`config.mk`:
```
export PLATFORM = sky130hd
export DESIGN_NAME = psm_datapath
export DESIGN_NICKNAME = d
export VERILOG_FILES = /design/src/core/psm_datapath.v /design/src/core/psm_sad_unit.v /design/src/core/psm_mulhi_unit.v
export VERILOG_INCLUDE_DIRS = /design/src /design/src/core
export SDC_FILE = /design/constraint.sdc
export NUM_CORES = 2
export LEC_CHECK = 0
export BUFFER_PORTS_ARGS = -buffer_cell sky130_fd_sc_hd__clkbuf_2
export CORE_MARGIN = 3
export CORE_UTILIZATION = 50
export DETAILED_ROUTE_END_ITERATION = 7
export GPL_TIMING_DRIVEN = 0
export PLACE_DENSITY_LB_ADDON = 0.12
export SYNTH_ARGS = -nofsm -noshare
export SYNTH_HDL_FRONTEND = slang
export SYNTH_SLANG_ARGS = --single-unit
```
`constraint.sdc`:
```
create_clock -name i_clock -period 10.1 [get_ports i_clock]
set_input_delay 1.01 -clock i_clock [delete_from_list [all_inputs] [get_ports i_clock]]
set_output_delay 1.01 -clock i_clock [all_outputs]
set_load 0.05 [all_outputs]
```
`src/core/psm_defines.vh`:
```
/*
 packed simd execution datapath: operation codes, op width, data width and lane counts.
 assumes inclusion by the datapath files by bare name.
*/
`ifndef PSM_DEFINES_VH
`define PSM_DEFINES_VH

`define PSM_OP_WIDTH 4
`define PSM_OP_MAXSW 4'h0
`define PSM_OP_MINSW 4'h1
`define PSM_OP_MAXUB 4'h2
`define PSM_OP_MINUB 4'h3
`define PSM_OP_MULHUW 4'h4
`define PSM_OP_MULHSW 4'h5
`define PSM_OP_SADBW 4'h6
`define PSM_OP_ADDSB 4'h7
`define PSM_OP_ADDSW 4'h8
`define PSM_OP_ADDUSB 4'h9
`define PSM_OP_ADDUSW 4'ha
`define PSM_OP_SUBSB 4'hb
`define PSM_OP_SUBSW 4'hc
`define PSM_OP_SUBUSB 4'hd
`define PSM_OP_SUBUSW 4'he
`define PSM_OP_SUBW 4'hf

`define PSM_DATA_WIDTH 64
`define PSM_WORD_LANES 4
`define PSM_BYTE_LANES 8

`endif

```
`src/core/psm_datapath.v`:
```
/*
 packed 64-bit simd integer execution datapath: max/min, high multiply,
 sum of absolute differences, saturating add/subtract, wrapping subtract, compare.
 assumes the issuing core supplies operands from a register or a memory load
 and writes o_result back; a request taken on one edge shows its result
 and o_valid on the next edge, two edges from drive to answer.
*/
`timescale 1ns/10ps
`default_nettype none
`include "psm_defines.vh"

module psm_datapath
(
    input wire i_clock,
    input wire i_reset,
    input wire i_valid,
    input wire [3:0] i_op,
    input wire i_cmpgt,
    input wire [63:0] i_a,
    input wire [63:0] i_b,
    output reg o_valid,
    output reg [63:0] o_result
);

    localparam MODE_ALU = 2'h0;
    localparam MODE_MUL = 2'h1;
    localparam MODE_SAD = 2'h2;

    // signed word compare helpers
    function [15:0] smax16;
        input [15:0] x;
        input [15:0] y;
        begin
            smax16 = ($signed(x) > $signed(y)) ? x : y;
        end
    endfunction

    function [15:0] smin16;
        input [15:0] x;
        input [15:0] y;
        begin
            smin16 = ($signed(x) < $signed(y)) ? x : y;
        end
    endfunction

    // byte lane add/subtract with signed or unsigned clamp
    function [7:0] sat8;
        input [7:0] x;
        input [7:0] y;
        input sub;
        input sgn;
        reg [9:0] r;
        begin
            r = sub ? ({{2{sgn & x[7]}}, x} - {{2{sgn & y[7]}}, y})
                    : ({{2{sgn & x[7]}}, x} + {{2{sgn & y[7]}}, y});
            if (sgn)
            begin
                // signed in, signed clamp; never clamps signed to unsigned
                if (r[9] && !r[7]) sat8 = 8'h80;
                else if (!r[9] && r[7]) sat8 = 8'h7f;
                else sat8 = r[7:0];
            end
            else
            begin
                if (r[9]) sat8 = 8'h00;
                else if (r[8]) sat8 = 8'hff;
                else sat8 = r[7:0];
            end
        end
    endfunction

    // word lane add/subtract with signed or unsigned clamp
    function [15:0] sat16;
        input [15:0] x;
        input [15:0] y;
        input sub;
        input sgn;
        reg [17:0] r;
        begin
            r = sub ? ({{2{sgn & x[15]}}, x} - {{2{sgn & y[15]}}, y})
                    : ({{2{sgn & x[15]}}, x} + {{2{sgn & y[15]}}, y});
            if (sgn)
            begin
                if (r[17] && !r[15]) sat16 = 16'h8000;
                else if (!r[17] && r[15]) sat16 = 16'h7fff;
                else sat16 = r[15:0];
            end
            else
            begin
                if (r[17]) sat16 = 16'h0000;
                else if (r[16]) sat16 = 16'hffff;
                else sat16 = r[15:0];
            end
        end
    endfunction

    wire [15:0] sad_sum;
    wire [63:0] mul_hi;
    reg mul_signed;
    reg [63:0] alu_d;
    reg [63:0] alu_q;
    reg [1:0] mode_d;
    reg [1:0] mode_q;
    reg valid_q;
    integer i;

    // multiply and sad sit in their own registered units; results align at stage one
    psm_mulhi_unit u_mulhi
    (
        .i_clock(i_clock),
        .i_signed(mul_signed),
        .i_a(i_a),
        .i_b(i_b),
        .o_hi(mul_hi)
    );

    psm_sad_unit u_sad
    (
        .i_clock(i_clock),
        .i_a(i_a),
        .i_b(i_b),
        .o_sum(sad_sum)
    );

    // operation select for the simple lane operations
    always @*
    begin
        alu_d = 64'h0000000000000000;
        mode_d = MODE_ALU;
        mul_signed = (i_op == `PSM_OP_MULHSW);
        if (i_cmpgt)
        begin
            // compare is a side entry so the op space stays full
            for (i = 0; i < 4; i = i + 1)
            begin
                alu_d[16*i +: 16] = ($signed(i_a[16*i +: 16]) > $signed(i_b[16*i +: 16]))
                                    ? 16'hffff : 16'h0000;
            end
        end
        else
        begin
            case (i_op)
                `PSM_OP_MAXSW:
                begin
                    for (i = 0; i < 4; i = i + 1)
                    begin
                        alu_d[16*i +: 16] = smax16(i_a[16*i +: 16], i_b[16*i +: 16]);
                    end
                end
                `PSM_OP_MINSW:
                begin
                    for (i = 0; i < 4; i = i + 1)
                    begin
                        alu_d[16*i +: 16] = smin16(i_a[16*i +: 16], i_b[16*i +: 16]);
                    end
                end
                `PSM_OP_MAXUB:
                begin
                    for (i = 0; i < 8; i = i + 1)
                    begin
                        alu_d[8*i +: 8] = (i_a[8*i +: 8] > i_b[8*i +: 8])
                                          ? i_a[8*i +: 8] : i_b[8*i +: 8];
                    end
                end
                `PSM_OP_MINUB:
                begin
                    for (i = 0; i < 8; i = i + 1)
                    begin
                        alu_d[8*i +: 8] = (i_a[8*i +: 8] < i_b[8*i +: 8])
                                          ? i_a[8*i +: 8] : i_b[8*i +: 8];
                    end
                end
                // wide units have already registered their results; only the select travels
                `PSM_OP_MULHUW, `PSM_OP_MULHSW:
                    mode_d = MODE_MUL;
                `PSM_OP_SADBW:
                    mode_d = MODE_SAD;
                // saturating byte lanes
                `PSM_OP_ADDSB:
                begin
                    for (i = 0; i < 8; i = i + 1)
                    begin
                        alu_d[8*i +: 8] = sat8(i_a[8*i +: 8], i_b[8*i +: 8], 1'b0, 1'b1);
                    end
                end
                `PSM_OP_ADDUSB:
                begin
                    for (i = 0; i < 8; i = i + 1)
                    begin
                        alu_d[8*i +: 8] = sat8(i_a[8*i +: 8], i_b[8*i +: 8], 1'b0, 1'b0);
                    end
                end
                `PSM_OP_SUBSB:
                begin
                    for (i = 0; i < 8; i = i + 1)
                    begin
                        alu_d[8*i +: 8] = sat8(i_a[8*i +: 8], i_b[8*i +: 8], 1'b1, 1'b1);
                    end
                end
                `PSM_OP_SUBUSB:
                begin
                    for (i = 0; i < 8; i = i + 1)
                    begin
                        alu_d[8*i +: 8] = sat8(i_a[8*i +: 8], i_b[8*i +: 8], 1'b1, 1'b0);
                    end
                end
                // saturating word lanes, then the wrapping word subtract
                `PSM_OP_ADDSW:
                begin
                    for (i = 0; i < 4; i = i + 1)
                    begin
                        alu_d[16*i +: 16] = sat16(i_a[16*i +: 16], i_b[16*i +: 16], 1'b0, 1'b1);
                    end
                end
                `PSM_OP_ADDUSW:
                begin
                    for (i = 0; i < 4; i = i + 1)
                    begin
                        alu_d[16*i +: 16] = sat16(i_a[16*i +: 16], i_b[16*i +: 16], 1'b0, 1'b0);
                    end
                end
                `PSM_OP_SUBSW:
                begin
                    for (i = 0; i < 4; i = i + 1)
                    begin
                        alu_d[16*i +: 16] = sat16(i_a[16*i +: 16], i_b[16*i +: 16], 1'b1, 1'b1);
                    end
                end
                `PSM_OP_SUBUSW:
                begin
                    for (i = 0; i < 4; i = i + 1)
                    begin
                        alu_d[16*i +: 16] = sat16(i_a[16*i +: 16], i_b[16*i +: 16], 1'b1, 1'b0);
                    end
                end
                `PSM_OP_SUBW:
                begin
                    // plain wrap: 0 - 8000 hex stays 8000 hex, no clamp
                    for (i = 0; i < 4; i = i + 1)
                    begin
                        alu_d[16*i +: 16] = i_a[16*i +: 16] - i_b[16*i +: 16];
                    end
                end
                default:
                    alu_d = 64'h0000000000000000;
            endcase
        end
    end

    // stage one: hold simple result and which unit to take
    always @(posedge i_clock)
    begin
        if (i_reset)
        begin
            alu_q <= 64'h0000000000000000;
            mode_q <= MODE_ALU;
            valid_q <= 1'b0;
        end
        else
        begin
            alu_q <= alu_d;
            mode_q <= mode_d;
            valid_q <= i_valid;
        end
    end

    // stage two: output straight from flops; costs a cycle but keeps muxing off the port
    always @(posedge i_clock)
    begin
        if (i_reset)
        begin
            o_result <= 64'h0000000000000000;
            o_valid <= 1'b0;
        end
        else
        begin
            o_valid <= valid_q;
            case (mode_q)
                MODE_MUL: o_result <= mul_hi;
                MODE_SAD: o_result <= {48'h000000000000, sad_sum};
                default: o_result <= alu_q;
            endcase
        end
    end

endmodule // psm_datapath

`default_nettype wire

```
`src/core/psm_sad_unit.v`:
```
/*
 sum of absolute byte differences over eight unsigned byte lanes, registered.
 assumes operands held stable by the caller for the cycle they are sampled.
*/
`timescale 1ns/10ps
`default_nettype none

module psm_sad_unit
(
    input wire i_clock,
    input wire [63:0] i_a,
    input wire [63:0] i_b,
    output reg [15:0] o_sum
);

    // absolute difference of one unsigned byte pair
    function [7:0] absdiff;
        input [7:0] x;
        input [7:0] y;
        begin
            absdiff = (x > y) ? (x - y) : (y - x);
        end
    endfunction

    reg [15:0] acc;
    integer i;

    // adder tree folded into a loop; eight bytes of 255 fit in 11 bits
    always @*
    begin
        acc = 16'h0000;
        for (i = 0; i < 8; i = i + 1)
        begin
            acc = acc + {8'h00, absdiff(i_a[8*i +: 8], i_b[8*i +: 8])};
        end
    end

    always @(posedge i_clock)
    begin
        o_sum <= acc;
    end

endmodule // psm_sad_unit

`default_nettype wire

```
`src/core/psm_mulhi_unit.v`:
```
/*
 four-lane 16x16 multiply keeping the upper half of each product, registered.
 assumes the signed select is steady with the operands.
*/
`timescale 1ns/10ps
`default_nettype none

module psm_mulhi_unit
(
    input wire i_clock,
    input wire i_signed,
    input wire [63:0] i_a,
    input wire [63:0] i_b,
    output reg [63:0] o_hi
);

    // one lane: extend both factors by one bit so one multiplier serves both forms
    function [15:0] mulhi;
        input [15:0] x;
        input [15:0] y;
        input s;
        reg signed [16:0] xe;
        reg signed [16:0] ye;
        reg signed [33:0] p;
        begin
            xe = {s & x[15], x};
            ye = {s & y[15], y};
            p = xe * ye;
            mulhi = p[31:16];
        end
    endfunction

    reg [63:0] hi;
    integer i;

    always @*
    begin
        hi = 64'h0000000000000000;
        for (i = 0; i < 4; i = i + 1)
        begin
            hi[16*i +: 16] = mulhi(i_a[16*i +: 16], i_b[16*i +: 16], i_signed);
        end
    end

    always @(posedge i_clock)
    begin
        o_hi <= hi;
    end

endmodule // psm_mulhi_unit

`default_nettype wire

```
==> impl_metrics.json <==
{
  "outcome": "finished with violations",
  "violations": "DRC, capacitance limit, slew limit",
  "layout.nets": 9851,
  "min_to": "o_valid",
  "end_kind": "flop",
  "core_sq_um": 127000,
  "avgSynthCellArea_sq_um": 8.27,
  "netlist_area_sq_um": 64300,
  "synth_edf_count": 0,
  "finalCritPeriodShare_pct": 94.4,
  "cts_buffers": 31,
  "cp_max_fo": 10,
  "cts_root_buffer": "clkbuf_16",
  "fin_ws_ps": 565,
  "hold_viol": 0,
  "die_h_um": 365,
  "vias_per_cell": 6.04,
  "whs_path_depth": 1,
  "ir_drop_uv": 1380,
  "drt_iter0_markers": 6754,
  "rr_endpoint": "o_result[46]",
  "rows": 130,
  "p_per_area_nw_per_um2": 277,
  "port_buffers": 198,
  "grt_pass1_wl_um": 387000,
  "clk_latency_ps": 690,
  "routed_wl_um": 261000,
  "antenna_found_initial": 18,
  "postRouteAntennaNets": 0,
  "grt_max_degree": 17,
  "place_hpwl_um": 215000,
  "worstPathRequired_ps": 10610,
  "area_growth_pct": 6.49,
  "worst-r2r-cell-count": 7,
  "setup_viol": 0,
  "syn_inst": 7770,
  "ys_seq_area_share_pct": 6.48,
  "slew_violations": 21,
  "clockBufferDepth": 3,
  "htree_levels": 1,
  "async_flop_share_pct": 0,
  "dr.pass1.iters": 8,
  "r2r_start": "mode_q[0]",
  "grt.total_usage_pct": 39.3,
  "startpoint_type": "input port",
  "reg2reg_slack_ps": 6420,
  "ctsHoldBuffers": 0,
  "worst_slew_pin_slew_ps": 1580,
  "dr_total_vias": 58500,
  "synth-seq-cells": 208,
  "ios": 201,
  "place.gp.congestion": 1.03,
  "grt_pass1_vias": 59300,
  "yosys_most_used_dff": "dfxtp_1",
  "slew_headroom_pct": -5.06,
  "critPathKind": "in -> reg",
  "syn-num-nets": 9618,
  "rsz0062_at_grt": "false",
  "start_util_pct": 50.8,
  "dp_slack_ps": 3.65,
  "clock_sinks": 208,
  "drv_cap": 2,
  "grt_remaining_overflow": 0,
  "wl_per_cell_um": 26.9,
  "final_core_util_pct": 54.1,
  "fmax_ghz": 0.105,
  "die_w_um": 365,
  "fin_crit_ps": 9530,
  "cts_setup_buffers": 0,
  "min-delay-start": "valid_q",
  "clk_pin_slew_ps": 70,
  "synth-warning-count": 0,
  "critPathLaunch": "i_op[0]",
  "fp.dieArea_sq_um": 133000,
  "hold_class": "reg -> reg",
  "crit_arrival_ps": 10040,
  "cts.repair.resized": 0,
  "final_common_cell": "inv_1",
  "drc": 11,
  "drive_above_1_share_pct": 5.27,
  "fin_skew_ps": 44.3,
  "power_leakage_nw": 32.0,
  "cts_tree": "built",
  "synth_cell_type_count": 100,
  "nFillCells": 12300,
  "most-common-layout-cells": "1,391 x inv_1, 1,187 x fa_1, 854 x nand2_1, 787 x nor2_1, 525 x ha_1"
}
[state kept, by name, summed over array words and instances (netlist names)]
name	cells
o_result	64
mode_q	2
alu_q	64
o_valid	1
u_mulhi.o_hi	64
valid_q	1
u_sad.o_sum	12
[worst max-delay path, cell delays in order]
cell and delay (ps):
clkbuf_1 510, nand2b_1 220, nor2_1 1080, clkbuf_2 750
nand2_1 290, inv_1 230, clkbuf_1 490, nand2_1 160
fa_1 500, inv_1 50, fa_1 490, inv_1 60
fa_1 450, fa_1 550, fa_1 460, fa_1 490
inv_1 50, ha_1 330, a21o_1 220, a21o_1 180
a21oi_1 180, o21ai_0 110, nand2_1 90, o211ai_1 130
a31o_2 290, a21oi_1 310, xnor2_1 340
[synthesized netlist by cell type (24+ instances only)]
cell | instances | area [sq um]
nand2_1 | 854 | 3210
fa_1 | 1187 | 23800
nand2b_1 | 33 | 206
o21ai_0 | 237 | 1190
and2_1 | 113 | 707
a31oi_1 | 52 | 325
clkbuf_1 | 275 | 1030
dfxtp_1 | 208 | 4160
o211ai_1 | 32 | 240
nand3_1 | 68 | 340
or2_2 | 27 | 169
a221oi_1 | 32 | 280
mux2i_1 | 86 | 861
a2111oi_0 | 26 | 228
o22ai_1 | 47 | 294
nor3_1 | 67 | 335
a41oi_1 | 31 | 272
ha_1 | 525 | 6570
nor4_1 | 40 | 250
a211oi_1 | 50 | 375
and3_1 | 25 | 156
a21o_1 | 114 | 856
o21bai_1 | 50 | 375
inv_1 | 1391 | 5220
a22oi_1 | 53 | 398
xor2_1 | 55 | 482
o21a_1 | 39 | 293
inv_2 | 24 | 90.1
a21oi_1 | 414 | 2070
o221ai_1 | 27 | 236
nor2b_1 | 46 | 288
nand4_1 | 24 | 150
nor2_1 | 787 | 2950
xnor2_1 | 248 | 2170
o31ai_1 | 27 | 203
buf_1 | 43 | 161
buf_2 | 42 | 210
clkinv_1 | 38 | 143
[stage by stage]
stage / TNS [ps] / instance area [sq um] / power, mW / hold WS (ps) / cells
detailed placement: 0 / 67400 / 17.6 / 441 / 9620
floorplan: 0 / 64300 / 12.9 / 414 / 7770
finish: 0 / 68500 / 19.0 / 445 / 9685
CTS: 0 / 68400 / 18.9 / 455 / 9677
global placement: -4370 / 67300 / 17.3 / 420 / 9618
global route: 0 / 68400 / 21.0 / 468 / 9679
[worst max-delay path by stage]
| stage | endpoint | slack (ps) |
|---|---|---|
| after global placement | u_mulhi.o_hi[15] | -640 |
| after floorplan | u_sad.o_sum[11] | 2350 |
| final | u_mulhi.o_hi[15] | 570 |
| after global routing | u_mulhi.o_hi[15] | 270 |
| after detailed placement | u_mulhi.o_hi[15] | 4 |
| after CTS | u_mulhi.o_hi[15] | 660 |
[layout make-up]
type                            count  area, sq um  area share, %
Antenna cell                        8         20.0         0.0292
Buffer                            366         1450           2.12
Clock buffer                       36          815           1.19
Clock inverter                     21          231          0.338
Inverter                         1453         5450           7.97
Multi-Input combinational cell   5743        53200           77.8
Sequential cell                   208         4160           6.08
Tap cell                         1650         2060           3.02
Timing Repair Buffer              200         1010           1.48
[kinds of logic after synthesis]
family	synth area share (%)
mux	1.68
flops	6.48
fa+ha+maj	47.4
simple gates	14.5
compound gates	15.1
buf+inv	10.7
xor+xnor	4.13
[per-layer routing]
metal,wire (um),vias to the layer above,track usage (%)
li1,-,25300,-
met1,106000,29300,52.8
met2,114000,3106,60.5
met3,25200,723,8.22
met4,16000,10,19.4
met5,65,-,0
[where the power goes]
part	internal (mW)	total, mW	switching, mW
clock	0.623	1.16	0.533
sequential	1.28	1.42	0.145
combinational	6.57	16.4	9.84
Power figures use the tool's default switching activity.
